## src/verilog/dtb_defs.vh

```
`ifndef DTB_DEFS_VH
`define DTB_DEFS_VH

// register byte offsets
`define DTB_OFS_SRC      8'h00
`define DTB_OFS_CTRL     8'h04
`define DTB_OFS_DST      8'h08
`define DTB_OFS_AREA_LO  8'h0C
`define DTB_OFS_AREA_HI  8'h10
`define DTB_OFS_CMD      8'h14
`define DTB_OFS_STATUS   8'h18

// command bits
`define DTB_CMD_GO       0
`define DTB_CMD_INDIRECT 1

// status bits
`define DTB_ST_BUSY      0
`define DTB_ST_ERR       1
`define DTB_ST_DONE      2

// control word fields
`define DTB_CTRL_MODE_HI 15
`define DTB_CTRL_MODE_LO 12
`define DTB_CTRL_CNT_HI  7
`define DTB_CTRL_CNT_LO  4
`define DTB_CTRL_FST_HI  3
`define DTB_CTRL_FST_LO  0

// mode digit values and field limits
`define DTB_MODE_NIBBLE  4'h0
`define DTB_MODE_BYTE    4'h1
`define DTB_NIB_MAX      4'h3
`define DTB_BYTE_MAX     4'h1

// reset values
`define DTB_RST_WORD     16'h0000
`define DTB_RST_AREA_HI  16'hFFFF

// words in one 256-bit group
`define DTB_GROUP_WORDS  5'h10

`endif
```

## src/verilog/dtb_decoder.v

```verilog
// Our own choices: the placing of the registers and the AHB-Lite register port.
`timescale 1ns/10ps
// Functional notes
// (RULE1) control leftmost digit 0 selects nibble decode, 1 selects byte decode.
// (RULE2) nibble mode: issuer keeps both rightmost control digits within 0 to 3.
// (RULE3) byte mode: issuer keeps both rightmost control digits within 0 to 1.
// (RULE4) execution condition low: no decode, result words untouched.
// (RULE5) nibble mode: digit value sets that bit, other 15 bits cleared.
// (RULE6) nibble mode: up to 4 digits, one word each, consecutive from first word.
// (RULE7) first digit and count from control; past last digit wrap to digit zero.
// (RULE8) byte mode: byte sets one bit of 16-word group, other 255 cleared.
// (RULE9) byte mode: one or two bytes into consecutive groups; index 0 rightmost.
// (RULE10) undefined control word raises the error flag.
// (RULE11) result words crossing the area boundary raise the error flag.
// (RULE12) indirect pointer not BCD or outside the area raises the error flag.
// (RULE13) rightmost control digit is first item, next digit is count minus one.
`include "dtb_defs.vh"

module dtb_decoder #(
	parameter ADDR_W = 16
) (
	// clock, reset, enable
	input  wire              clk,
	input  wire              rst_b,
	input  wire              ce,
	// instruction sequencer
	input  wire              exec_cond,
	// ahb-lite slave
	input  wire              hsel,
	input  wire [31:0]       haddr,
	input  wire [1:0]        htrans,
	input  wire              hwrite,
	input  wire [2:0]        hsize,
	input  wire [31:0]       hwdata,
	input  wire              hready,
	output reg  [31:0]       hrdata,
	output wire              hreadyout,
	output wire              hresp,
	// data memory write port
	output reg               mem_we,
	output reg  [ADDR_W-1:0] mem_addr,
	output reg  [15:0]       mem_wdata,
	// status
	output wire              busy,
	output wire              error_flag
);

	////////////////////////////////////////////////////////////////////////
	// functions

	function [15:0] onehot16;
		input [3:0] pos;
		begin
			onehot16 = 16'h0001 << pos;
		end
	endfunction

	function reg_hit;
		input [7:0] a;
		input [7:0] ofs;
		begin
			reg_hit = (a == ofs);
		end
	endfunction

	function [15:0] bcd2bin;
		input [15:0] v;
		reg   [15:0] acc;
		begin
			acc = {12'h000, v[15:12]};
			acc = (acc * 16'h000A) + {12'h000, v[11:8]};
			acc = (acc * 16'h000A) + {12'h000, v[7:4]};
			acc = (acc * 16'h000A) + {12'h000, v[3:0]};
			bcd2bin = acc;
		end
	endfunction

	////////////////////////////////////////////////////////////////////////
	// registers and state

	localparam ST_IDLE = 1'b0;
	localparam ST_RUN  = 1'b1;

	reg              state;
	reg  [15:0]      src_word;
	reg  [15:0]      ctrl_word;
	reg  [15:0]      dst_word;
	reg  [15:0]      area_lo;
	reg  [15:0]      area_hi;
	reg              err;
	reg              done;
	reg              indirect;
	reg  [ADDR_W-1:0] cur_addr;
	reg  [1:0]       item;
	reg  [3:0]       word_in_grp;
	reg  [15:0]      run_src;
	reg              run_byte;
	reg  [1:0]       run_first;
	reg  [1:0]       run_last;

	reg              dp_valid;
	reg              dp_write;
	reg  [7:0]       dp_addr;

	assign hreadyout  = ce;
	assign hresp      = 1'b0;
	assign busy       = (state == ST_RUN);
	assign error_flag = err;

	////////////////////////////////////////////////////////////////////////
	// ahb address phase capture

	wire addr_take = hsel && htrans[1] && hready;

	always @(posedge clk or negedge rst_b) begin
		if (!rst_b) begin
			dp_valid <= 1'b0;
			dp_write <= 1'b0;
			dp_addr  <= 8'h00;
		end else if (ce) begin
			dp_valid <= addr_take;
			dp_write <= hwrite;
			dp_addr  <= haddr[7:0];
		end
	end

	wire wr_en    = dp_valid && dp_write;
	wire wr_cmd   = wr_en && reg_hit(dp_addr, `DTB_OFS_CMD);
	wire wr_stat  = wr_en && reg_hit(dp_addr, `DTB_OFS_STATUS);
	wire cfg_wr   = wr_en && (state == ST_IDLE);
	wire go       = wr_cmd && hwdata[`DTB_CMD_GO] && (state == ST_IDLE);

	////////////////////////////////////////////////////////////////////////
	// read data, registered at the address phase

	function [31:0] rd_word;
		input [7:0] a;
		begin
			case (a)
			`DTB_OFS_SRC:     rd_word = {16'h0000, src_word};
			`DTB_OFS_CTRL:    rd_word = {16'h0000, ctrl_word};
			`DTB_OFS_DST:     rd_word = {16'h0000, dst_word};
			`DTB_OFS_AREA_LO: rd_word = {16'h0000, area_lo};
			`DTB_OFS_AREA_HI: rd_word = {16'h0000, area_hi};
			`DTB_OFS_CMD:     rd_word = {30'h0000_0000, indirect, 1'b0};
			`DTB_OFS_STATUS:  rd_word = {29'h0000_0000, done, err, busy};
			default:          rd_word = 32'h0000_0000;
			endcase
		end
	endfunction

	always @(posedge clk or negedge rst_b) begin
		if (!rst_b) begin
			hrdata <= 32'h0000_0000;
		end else if (ce) begin
			if (addr_take && !hwrite)
				hrdata <= rd_word(haddr[7:0]);
			else
				hrdata <= 32'h0000_0000;
		end
	end

	////////////////////////////////////////////////////////////////////////
	// start checks

	wire [3:0] mode_dig = ctrl_word[`DTB_CTRL_MODE_HI:`DTB_CTRL_MODE_LO];
	wire [3:0] cnt_dig  = ctrl_word[`DTB_CTRL_CNT_HI:`DTB_CTRL_CNT_LO];
	wire [3:0] fst_dig  = ctrl_word[`DTB_CTRL_FST_HI:`DTB_CTRL_FST_LO];

	wire is_nib  = (mode_dig == `DTB_MODE_NIBBLE); // RULE1
	wire is_byte = (mode_dig == `DTB_MODE_BYTE); // RULE1

	// field limits per mode
	wire nib_ok   = is_nib && (cnt_dig <= `DTB_NIB_MAX) && (fst_dig <= `DTB_NIB_MAX);
	wire byte_ok  = is_byte && (cnt_dig <= `DTB_BYTE_MAX) && (fst_dig <= `DTB_BYTE_MAX);
	wire ctrl_bad = !nib_ok && !byte_ok; // RULE10

	// pointer digits must each be decimal
	wire [3:0] ptr_dig_ok;
	genvar     gi;
	generate
		for (gi = 0; gi < 4; gi = gi + 1) begin : g_ptr_dig
			assign ptr_dig_ok[gi] = (dst_word[gi*4 +: 4] <= 4'h9);
		end
	endgenerate

	wire        use_ind  = hwdata[`DTB_CMD_INDIRECT];
	wire        ptr_bad  = use_ind && !(&ptr_dig_ok); // RULE12
	wire [15:0] eff_addr = use_ind ? bcd2bin(dst_word) : dst_word;

	// words to write: count+1 items, 16 words each in byte mode
	wire [16:0] n_words = is_byte ? ({13'h0000, cnt_dig} + 17'h0001) << 4 :
		{13'h0000, cnt_dig} + 17'h0001; // RULE13
	wire [16:0] last_addr = {1'b0, eff_addr} + n_words - 17'h0001;

	// RULE11 RULE12
	wire area_bad = (eff_addr < area_lo) || (last_addr > {1'b0, area_hi});
	wire start_err = ctrl_bad || ptr_bad || area_bad;

	////////////////////////////////////////////////////////////////////////
	// per-word result

	wire [1:0] sel_idx = run_first + item; // RULE7
	wire [3:0] nib_val = run_src[{sel_idx, 2'b00} +: 4];
	wire [7:0] byte_val = sel_idx[0] ? run_src[15:8] : run_src[7:0]; // RULE9

	reg [15:0] next_wdata;
	always @* begin
		if (run_byte) begin
			// RULE8
			next_wdata = (byte_val[7:4] == word_in_grp) ? onehot16(byte_val[3:0]) :
				16'h0000;
		end else begin
			next_wdata = onehot16(nib_val); // RULE5
		end
	end

	wire last_word = (item == run_last) && (!run_byte || (word_in_grp == 4'hF));

	////////////////////////////////////////////////////////////////////////
	// configuration registers

	always @(posedge clk or negedge rst_b) begin
		if (!rst_b) begin
			src_word  <= `DTB_RST_WORD;
			ctrl_word <= `DTB_RST_WORD;
			dst_word  <= `DTB_RST_WORD;
			area_lo   <= `DTB_RST_WORD;
			area_hi   <= `DTB_RST_AREA_HI;
			indirect  <= 1'b0;
		end else if (ce) begin
			if (cfg_wr && reg_hit(dp_addr, `DTB_OFS_SRC))
				src_word <= hwdata[15:0];
			if (cfg_wr && reg_hit(dp_addr, `DTB_OFS_CTRL))
				ctrl_word <= hwdata[15:0];
			if (cfg_wr && reg_hit(dp_addr, `DTB_OFS_DST))
				dst_word <= hwdata[15:0];
			if (cfg_wr && reg_hit(dp_addr, `DTB_OFS_AREA_LO))
				area_lo <= hwdata[15:0];
			if (cfg_wr && reg_hit(dp_addr, `DTB_OFS_AREA_HI))
				area_hi <= hwdata[15:0];
			if (cfg_wr && reg_hit(dp_addr, `DTB_OFS_CMD))
				indirect <= use_ind;
		end
	end

	////////////////////////////////////////////////////////////////////////
	// status flags

	// start only when idle and the condition holds
	wire start_take = go && exec_cond; // RULE4
	wire run_step   = (state == ST_RUN);

	wire err_set  = start_take && start_err; // RULE10 RULE11 RULE12
	wire done_set = err_set || (run_step && last_word);
	wire err_clr  = wr_stat && hwdata[`DTB_ST_ERR];
	wire done_clr = wr_stat && hwdata[`DTB_ST_DONE];

	reg next_err;
	reg next_done;
	always @* begin
		next_err  = err;
		next_done = done;
		// write-one-to-clear; a set in the same cycle wins
		if (err_clr)
			next_err = 1'b0;
		if (done_clr)
			next_done = 1'b0;
		if (err_set)
			next_err = 1'b1;
		if (done_set)
			next_done = 1'b1;
	end

	always @(posedge clk or negedge rst_b) begin
		if (!rst_b) begin
			err  <= 1'b0;
			done <= 1'b0;
		end else if (ce) begin
			err  <= next_err;
			done <= next_done;
		end
	end

	////////////////////////////////////////////////////////////////////////
	// data memory write port

	always @(posedge clk or negedge rst_b) begin
		if (!rst_b) begin
			mem_we    <= 1'b0;
			mem_addr  <= {ADDR_W{1'b0}};
			mem_wdata <= 16'h0000;
		end else if (ce) begin
			mem_we <= run_step; // RULE6
			if (run_step) begin
				mem_addr  <= cur_addr;
				mem_wdata <= next_wdata;
			end
		end
	end

	////////////////////////////////////////////////////////////////////////
	// decode sequencer

	always @(posedge clk or negedge rst_b) begin
		if (!rst_b) begin
			state       <= ST_IDLE;
			cur_addr    <= {ADDR_W{1'b0}};
			item        <= 2'b00;
			word_in_grp <= 4'h0;
			run_src     <= `DTB_RST_WORD;
			run_byte    <= 1'b0;
			run_first   <= 2'b00;
			run_last    <= 2'b00;
		end else if (ce) begin
			case (state)
			ST_IDLE: begin
				if (start_take && !start_err) begin
					state       <= ST_RUN;
					cur_addr    <= eff_addr[ADDR_W-1:0];
					item        <= 2'b00;
					word_in_grp <= 4'h0;
					run_src     <= src_word;
					run_byte    <= is_byte;
					run_first   <= fst_dig[1:0]; // RULE13
					run_last    <= cnt_dig[1:0]; // RULE13
				end
			end
			ST_RUN: begin
				// one word per cycle, ascending addresses
				cur_addr    <= cur_addr + {{(ADDR_W-1){1'b0}}, 1'b1}; // RULE6
				word_in_grp <= word_in_grp + 4'h1;
				if (!run_byte || word_in_grp == 4'hF)
					item <= item + 2'b01;
				if (last_word)
					state <= ST_IDLE;
			end
			default: state <= ST_IDLE;
			endcase
		end
	end

endmodule

```

## config.mk

```make
export PLATFORM = sky130hd
export DESIGN_NAME = dtb_decoder
export DESIGN_NICKNAME = d
export VERILOG_FILES = /design/src/verilog/dtb_decoder.v
export VERILOG_INCLUDE_DIRS = /design/src /design/src/verilog
export SDC_FILE = /design/constraint.sdc
export NUM_CORES = 1
export LEC_CHECK = 0
export ABC_AREA = 1
export BUFFER_PORTS_ARGS = -buffer_cell sky130_fd_sc_hd__buf_4
export CORE_UTILIZATION = 50
export DETAILED_ROUTE_END_ITERATION = 10
export PLACE_DENSITY = 0.7
export SLEW_MARGIN = 20
export SYNTH_ARGS = -nofsm -noshare
export SYNTH_HDL_FRONTEND = slang
export SYNTH_SLANG_ARGS = --single-unit
```

## constraint.sdc

```tcl
create_clock -name clk -period 11.5 [get_ports clk]
set_input_delay 2.3 -clock clk [delete_from_list [all_inputs] [get_ports clk]]
set_output_delay 2.3 -clock clk [all_outputs]
set_load 0.005 [all_outputs]
```

# Yosys cells after proc, flatten, opt, wreduce, memory -nomap -nowiden
# Cells that the tools add are included.
# op_classes
add_sub_neg	10
n_mul	3
n_div	0
order_cmp	10
eq_ne	18
n_shift	3
muxes	21
n_bitwise	1
reduce_logical	57
# op_table
cell	count
16-bit case mux with 7 select lines	1
16-bit 2-to-1 mux	4
8-bit by 5-bit equality test with 1-bit output (second input constant)	6
8-bit by 4-bit equality test with 1-bit output (second input constant)	4
32-bit 2-to-1 mux	1
16-bit case mux with 2 select lines	1
1-bit by 4-bit << shifter with 16-bit output (first input constant)	2
1-bit logical AND	28
2-bit AND reduction	10
16-bit by 9-bit adder with 17-bit output	1
17-bit by 16-bit greater-than comparator with 1-bit output	1
17-bit by 1-bit subtractor with 17-bit output (second input constant)	1
16-bit by 1-bit adder with 16-bit output (second input constant)	1
16-bit by 4-bit adder with 16-bit output	1
8-bit by 3-bit equality test with 1-bit output (second input constant)	2
4-bit <= comparator (second input constant)	4
8-bit logical NOT	2
16-bit < comparator	1
16-bit by 5-bit variable part select with 4-bit output	1
14-bit by 3-bit multiplier with 15-bit output (second input constant)	1
13-bit by 4-bit adder with 14-bit output	1
9-bit by 3-bit multiplier with 12-bit output (second input constant)	1
8-bit by 4-bit adder with 9-bit output	1
9-bit 2-to-1 mux	1
other kinds (26)	46
# word_totals
reg_bits	202
latch_bits	0
ramBits	0
rom_bits	0
inputBits	76
wordCells	146
memories	0

# Logic depth before layout (Yosys ltp)
# Gate-level depths: netlist (run 1).
# depth
ltp_word	16
depth_mapped	52
mapped_depth_nobuf	51

# Least setup slack after synthesis (run 1)
# OpenSTA, ideal clock, no wires.
# synth_timing
kind	register -> register
startpoint	reg dst_word[13]
endpoint	reg item[0]
setup_ns	0.065
arrival_ns	7.295
required_ns	11.435
setup_slack_ns	4.140
path_stages_with_launch	48
path_buffers	2
synth_period_minus_slack_ns	7.360
cell_sequence	dfrtp_1 ha_1 ha_1 fa_1 nand2_1 inv_1 nand2_1 xor2_1 inv_1 ha_1 ha_1 a21oi_1 nand2_1 xor2_1 nand3_1 xor2_1 ha_1 ha_1 (+12 left out) nand2_1 a21oi_1 nor2_1 nor2_1 xor2_1 inv_1 ha_1 nand4_1 nor2_1 and3_1 o21ai_0 a21oi_2 nand4_4 nand2_2 buf_6 buf_12 nand3_1 nand2_1
# synth_via
elab_chain_cells	16
# synth_lines
element	line_no	source
start, declared	dtb_decoder.v:87	reg [15:0] dst_word;
start signal, assigned	dtb_decoder.v:227	dst_word <= `DTB_RST_WORD;
start signal, assigned	dtb_decoder.v:237	dst_word <= hwdata[15:0];
4-bit by 3-bit multiplier with 7-bit output	dtb_decoder.v:71	acc = (acc * 16'h000A) + {12'h000, v[11:8]};
8-bit by 4-bit adder with 9-bit output	dtb_decoder.v:71	
9-bit by 3-bit multiplier with 12-bit output	dtb_decoder.v:72	acc = (acc * 16'h000A) + {12'h000, v[7:4]};
13-bit by 4-bit adder with 14-bit output	dtb_decoder.v:72	
14-bit by 3-bit multiplier with 15-bit output	dtb_decoder.v:73	acc = (acc * 16'h000A) + {12'h000, v[3:0]};
16-bit by 4-bit adder with 16-bit output	dtb_decoder.v:73	
16-bit 2-to-1 mux	dtb_decoder.v:189	wire [15:0] eff_addr = use_ind ? bcd2bin(dst_word) : dst_word;
16-bit by 9-bit adder with 17-bit output	dtb_decoder.v:194	wire [16:0] last_addr = {1'b0, eff_addr} + n_words - 17'h0001;
17-bit by 1-bit subtractor with 17-bit output	dtb_decoder.v:194	
17-bit by 16-bit greater-than comparator with 1-bit output	dtb_decoder.v:197	wire area_bad = (eff_addr < area_lo) || (last_addr > {1'b0, area_hi});
1-bit logical OR	dtb_decoder.v:197	
1-bit logical OR *	dtb_decoder.v:198	wire start_err = ctrl_bad || ptr_bad || area_bad;
1-bit logical NOT *	dtb_decoder.v:318	if (start_take && !start_err) begin
1-bit logical AND *	dtb_decoder.v:318	
2-bit by 1-bit != test with 1-bit output (no source line) *	n/a	
3-bit AND reduction (no source line) *	n/a	
end signal, assigned	dtb_decoder.v:334	item <= item + 2'b01;
end, declared	dtb_decoder.v:94	reg [1:0] item;
# Every way passes the cells marked *; elsewhere a longest branch is shown, timed or not.
# A chain may end at the register's enable or synchronous reset.

# Final worst setup path (run 1)
# layout_timing
startpoint	reg dst_word[15]
endpoint	reg item[0]
# Same word-level chain as after synthesis.

==> results.py, run 1 <==
metrics = {
    "finish": {
        "antenna_cells": 0,
        "fin_util_pct": 57.08,
        "drive_above_1_share_pct": 9.851,
        "fin_nets": 1925,
        "area_delta_synth_final_pct": 10.90,
        "fill_cells": 2360,
        "postLayoutCellArea_sq_mm": 0.01404,
    },
    "timing": {
        "fmax_mhz": 104.0,
        "drv_slew": 0,
        "fin_skew_ns": 0.01295,
        "min_period_ns": 9.619,
        "relSlewSlack_pct": 28.40,
        "finalSetupViolCount": 0,
        "rsz0062_at_grt": "false",
        "finalSetupTns_ns": 0,
        "hold_viol_final": 0,
        "tightest_slew_ns": 1.071,
        "finalCritPeriodShare_pct": 83.65,
    },
    "route": {
        "firstDrtPassIters": 5,
        "routed_via_density": 5.301,
        "drtAntennaViolNets": 0,
        "wl_microns": 32890,
        "drc": 0,
        "drt_first_iter_violations": 801,
        "wl_per_cell_microns": 15.89,
        "vias": 10974,
    },
    "global_routing": {
        "grt_pass1_wl_microns": 53640,
        "antenna_found_initial": 1,
        "grt_max_degree": 113,
        "gr-usage-all-layers_pct": 26.23,
        "grt_pass1_vias": 10363,
        "grt-ovfl-total": 0,
    },
    "power": {
        "power.leakage_nw": 6.914,
        "power_w": 0.001971,
        "power_density_mw_per_mm2": 140.4,
        "vdd_drop_max_mv": 0.09164,
    },
    "clocking": {
        "postCtsHoldBufs": 0,
        "cts_resized": 0,
        "cts_buffer_depth": 2,
        "clockRootBuffer": "clkbuf_16",
        "clkLatencyLatePin_ns": 0.44,
        "cts_sinks": 186,
        "clk_pin_slew_ns": 0.07,
        "htree_levels": 4,
        "numCtsBuffers": 17,
        "cts_setup_buffers": 0,
        "cts_tree": "done",
    },
    "logic_synthesis": {
        "syn-cell-area_sq_mm": 0.01266,
        "yosys.area_share.simple_pct": 21.52,
        "avgSynthCellArea_sq_um": 7.551,
        "ys_seq_area_share_pct": 36.91,
        "synthArstFlopShare_pct": 100.0,
        "synth_edf_count": 0,
        "synth_top_family_by_area": "simple AND/OR/NAND/NOR gates",
        "synth_fa_ha_area_share_pct": 11.88,
        "ys_ff_latch": 186,
        "muxShareOfSynthArea_pct": 0,
        "synth_flop_cell": "dfrtp_1",
        "synth_compound_area_share_pct": 15.21,
        "synthXorXnorAreaFrac_pct": 4.347,
        "synth_cells": 1677,
        "yosysWarnings": 0,
        "ys_types": 54,
    },
    "worst_setup_path": {
        "crit_path_end_kind": "flop",
        "crit_path_frequent_cell": "nand2_1",
        "worstSetupPathType": "reg -> reg",
        "crit_fanout": 45,
        "cpPeakStageDelay_ns": 0.81,
        "cp.arrival_ns": 9.94,
        "rrSetupSlack_ns": 1.88,
        "start_kind": "flop",
        "required_ns": 11.82,
        "slowest_stage": "nand2_2",
    },
    "die": {
        "start_util_pct": 51.47,
        "rows": 57,
        "die_area_sq_mm": 0.02597,
        "ioPinCount": 145,
        "dieHeight_microns": 161.1,
        "core_sq_mm": 0.02460,
        "die_w_microns": 161.1,
    },
    "placed_design": {
        "place_congestion": 0.9345,
        "placed_area_sq_mm": 0.01344,
        "dp_hpwl_microns": 24650,
        "io_buffers": 83,
    },
    "status": {
        "status": "complete, no violations",
    },
    "flow_run": {
        "cap_violations": 0,
    },
    "worst_hold_path": {
        "holdCritPathClass": "reg -> reg",
    },
}
-- flip-flops by register name, summed over array words and instances, names as in the netlist, 4 cells and up --
signal	cells
dst_word	16
run_src	16
dp_addr	8
mem_wdata	16
area_lo	16
src_word	16
cur_addr	16
word_in_grp	4
hrdata	16
area_hi	16
mem_addr	16
ctrl_word	16
-- final timing paths --
check,start,end,cells after the start
max,dst_word[15],item[0],46
max in group asynchronous,rst_b,ctrl_word[14],2
min,mem_we,mem_we,2
min in group asynchronous,rst_b,mem_addr[8],1
min reg2reg,mem_we,mem_we,2
max reg2reg,dst_word[15],item[0],46
-- routing by layer --
layer,global-route usage [%],part of all wire (%)
met5,0,0
met4,7.547,2.1
met1,35.94,46
met3,3.749,4.7
met2,43.18,47
-- report_power, final --
part | internal (W) | total, W | switching [W]
clock network | 0.000316 | 0.000604 | 0.000288
registers | 0.000751 | 0.000819 | 0.0000679
logic | 0.000226 | 0.000549 | 0.000323
-- logic make-up after synthesis --
group                      after synthesis
AOI/OAI and AO/OA                      349
xor gates and xnor gates                62
adders and majority gates              116
buffers and inverters                  312
DFF                                    186
other                                    1
and+or+nand+nor                        651
-- area by class of cell --
cell class	count	area (sq um)	share of cell area [%]
clock inverter	13	155.1	1.105
clock buffer	19	442.9	3.154
timing repair buffer	88	666.9	4.749
tap	324	405.4	2.887
multi-input combinational	1196	6783	48.30
inverter	244	915.9	6.522
sequential	186	4674	33.29
-- cells in the final DEF (no fill, tap or decap), types with 5 or more instances in the layout --
| master | count |
|---|---|
| a21oi_1 | 50 |
| nor2_1 | 110 |
| a211oi_1 | 10 |
| dfrtp_1 | 170 |
| nor4_1 | 7 |
| xnor2_1 | 18 |
| conb_1 | 18 |
| nand2_1 | 404 |
| o21ai_1 | 8 |
| or2_2 | 6 |
| o31ai_1 | 5 |
| clkbuf_16 | 17 |
| ha_1 | 109 |
| o21ai_0 | 218 |
| nand3_1 | 67 |
| nand3_2 | 8 |
| buf_4 | 87 |
| o221ai_1 | 5 |
| a31oi_1 | 10 |
| o22ai_1 | 19 |
| nor3_1 | 19 |
| o21ai_2 | 7 |
| fa_1 | 7 |
| nand4_1 | 14 |
| dfstp_2 | 16 |
| inv_1 | 239 |
| xor2_1 | 43 |
-- synthesized netlist by cell type, types with 8 or more instances --
cell	count	share of area [%]
o22ai_1	19	0.94
dfrtp_1	170	34
xnor2_1	18	1.2
inv_1	239	7.1
nand4_1	14	0.69
xor2_1	43	3.0
nand3_1	69	2.7
clkbuf_1	40	1.2
a21oi_1	50	2.0
nor2_1	110	3.3
buf_4	19	1.1
a211oi_1	10	0.59
dfstp_2	16	3.3
o21ai_1	8	0.32
nor3_1	19	0.75
ha_1	109	11
a31oi_1	10	0.49
o21ai_0	218	8.6
nand2_1	404	12
-- critical path: cells and delay by family, from the launching register on --
family,cells,cell delay (ns)
compound gates,8,1.41
xor+xnor,4,0.80
fa+ha+maj,9,3.07
buf+inv,6,0.53
flops,1,0.56
simple gates,19,3.11
-- metrics by stage --
step,cells,hold WS [ns],setup slack [ns]
after floorplan,1694,0.4417,4.140
after global placement,2038,0.4553,2.165
after detailed placement,2038,0.4645,2.083
after CTS,2070,0.4811,1.963
after global routing,2070,0.5042,1.000
final,2070,0.4797,1.881
Note: power is estimated with default switching activity, not from simulation.
==> run 2: changes to the inputs <==
clock period = 9.21 ns   (was 11.5 ns; I/O delays follow)
==> results.py, run 2 (synthesis results as in run 1) <==
metrics = {
    "status": {
        "status": "complete, no violations",
    },
    "route": {
        "drt_first_iter_violations": 805,
        "wl_per_cell_microns": 16.02,
        "firstDrtPassIters": 5,
        "wl_microns": 33240,
        "vias": 11043,
        "drtAntennaViolNets": 0,
        "routed_via_density": 5.322,
        "wl_met2_microns": 15620,
        "wl_met1_microns": 14950,
        "drc": 0,
        "top_layer_used": "met5",
        "wl_met3_microns": 1787,
    },
    "clocking": {
        "cts_setup_buffers": 0,
        "numCtsBuffers": 17,
        "cts_sinks": 186,
        "htree_levels": 4,
        "cts_tree": "done",
        "cts_buffer_depth": 2,
        "clk_pin_slew_ns": 0.07,
        "clkLatencyLatePin_ns": 0.44,
        "clockRootBuffer": "clkbuf_16",
    },
    "placed_design": {
        "dp_hpwl_microns": 24980,
        "place_congestion": 0.9289,
        "io_buffers": 83,
    },
    "timing": {
        "rsz0062_at_grt": "false",
        "relSlewSlack_pct": 28.60,
        "fmax_mhz": 118.5,
        "min_period_ns": 8.441,
        "finalCritPeriodShare_pct": 91.65,
        "fin_skew_ns": 0.01717,
        "tightest_slew_ns": 1.068,
        "finalSetupTns_ns": 0,
        "whs_ns": 0.4774,
        "drv_slew": 0,
        "finalSetupViolCount": 0,
        "hold_viol_final": 0,
    },
    "flow_run": {
        "cap_violations": 0,
    },
    "die": {
        "die_area_sq_mm": 0.02597,
        "ioPinCount": 145,
        "die_w_microns": 161.1,
        "rows": 57,
        "start_util_pct": 51.47,
        "dieHeight_microns": 161.1,
        "core_sq_mm": 0.02460,
    },
    "worst_setup_path": {
        "r2r_cells": 48,
        "crit_path_frequent_cell": "nand2_1",
        "worstSetupPathType": "reg -> reg",
        "slowest_stage": "fa_1",
        "start_kind": "flop",
        "rrSetupSlack_ns": 0.77,
        "crit_fanout": 32,
        "cp.arrival_ns": 8.79,
        "r2r-end": "cur_addr[3]",
        "required_ns": 9.56,
        "worstReg2RegStart": "dst_word[12]",
        "cpPeakStageDelay_ns": 0.63,
        "crit_path_end_kind": "flop",
    },
    "power": {
        "vdd_drop_max_mv": 0.1143,
        "power.leakage_nw": 6.946,
        "power_density_mw_per_mm2": 173.8,
    },
    "worst_hold_path": {
        "min_path_cells": 2,
        "worst_hold_path.endpoint": "dp_addr[1]",
        "holdCritStartpoint": "dp_addr[1]",
        "holdCritPathClass": "reg -> reg",
    },
    "finish": {
        "area_delta_synth_final_pct": 11.51,
        "layout_common_cells": "404 x nand2_1, 239 x inv_1, 215 x o21ai_0",
        "antenna_cells": 0,
        "drive_above_1_share_pct": 10.51,
        "fin_nets": 1930,
        "final_common_cell": "nand2_1",
    },
    "global_routing": {
        "grt-ovfl-total": 0,
        "gr-usage-all-layers_pct": 26.57,
        "grt_pass1_vias": 10660,
        "grt_pass1_wl_microns": 54370,
        "antenna_found_initial": 1,
        "grt_max_degree": 127,
    },
}
==> run 2: changes by cell type in the layout (fill, tap and decap cells not counted), sizes merged <==
cell,change
clkinv,+1
buf,+5
bufinv,-1
==> run 2: timing repair <==
action	CTS	global route
setup endpoints to repair	0	45
hold buffers	0	0
resized for setup	0	12
==> run 2: how the worst max path moves through the flow <==
stage	end	start	depth (start not counted)	slack, ns
after detailed placement	cur_addr[3]	dst_word[15]	45	0.47
after floorplan	item[0]	dst_word[13]	47	1.85
final	cur_addr[3]	dst_word[12]	48	0.77
after global routing	cur_addr[3]	dst_word[15]	46	0.004
after global placement	cur_addr[12]	dst_word[15]	46	0.61
after CTS	cur_addr[6]	dst_word[15]	45	0.37
==> run 2: through the flow <==
step / utilization (%) / std cells / worst slack (ns) / total power [W] / instance area [sq um]
6_report: 57.39 / 2075 / 0.7687 / 0.002454 / 14120
3_5_place_dp: 54.75 / 2042 / 0.4662 / 0.001726 / 13470
5_1_grt: 57.39 / 2075 / 0.004416 / 0.002614 / 14120
3_3_place_gp: 54.73 / 2042 / 0.6054 / 0.001704 / 13470
4_1_cts: 57.11 / 2074 / 0.3697 / 0.002464 / 14050
2_1_floorplan: - / 1694 / 1.850 / 0.001477 / 12730
==> run 2: area by class of cell <==
| cell class | instances | area (sq um) |
|---|---|---|
| clock buffers | 19 | 452.9 |
| clock inverters | 13 | 127.6 |
| fillers | 2367 | 10480 |
| inverters | 244 | 915.9 |
| multi-input cells | 1196 | 6805 |
| flip-flops and latches | 186 | 4677 |
| well taps | 324 | 405.4 |
| repair buffers | 93 | 737.0 |
==> run 2: routing by layer <==
metal  track usage [%]  vias to the layer above
met3             4.263                       50
met5                 0                        -
li1                  -                     5557
met2             44.67                      294
met1             35.05                     5140
met4             8.319                        2
==> run 2: critical path: cells and delay by family, from the launching register on <==
family | cells | cell delay, ns
adders and majority gates | 9 | 3.33
AOI/OAI and AO/OA | 12 | 1.94
and+or+nand+nor | 17 | 1.52
xor gates and xnor gates | 3 | 0.55
buffers and inverters | 7 | 0.53
DFF | 1 | 0.48
==> run 2: power breakdown <==
group | switching (W) | total (W) | internal (W)
Sequential | 0.0000780 | 0.00102 | 0.000937
Combinational | 0.000412 | 0.000700 | 0.000287
Clock | 0.000364 | 0.000738 | 0.000374
Total | 0.000855 | 0.00245 | 0.00160
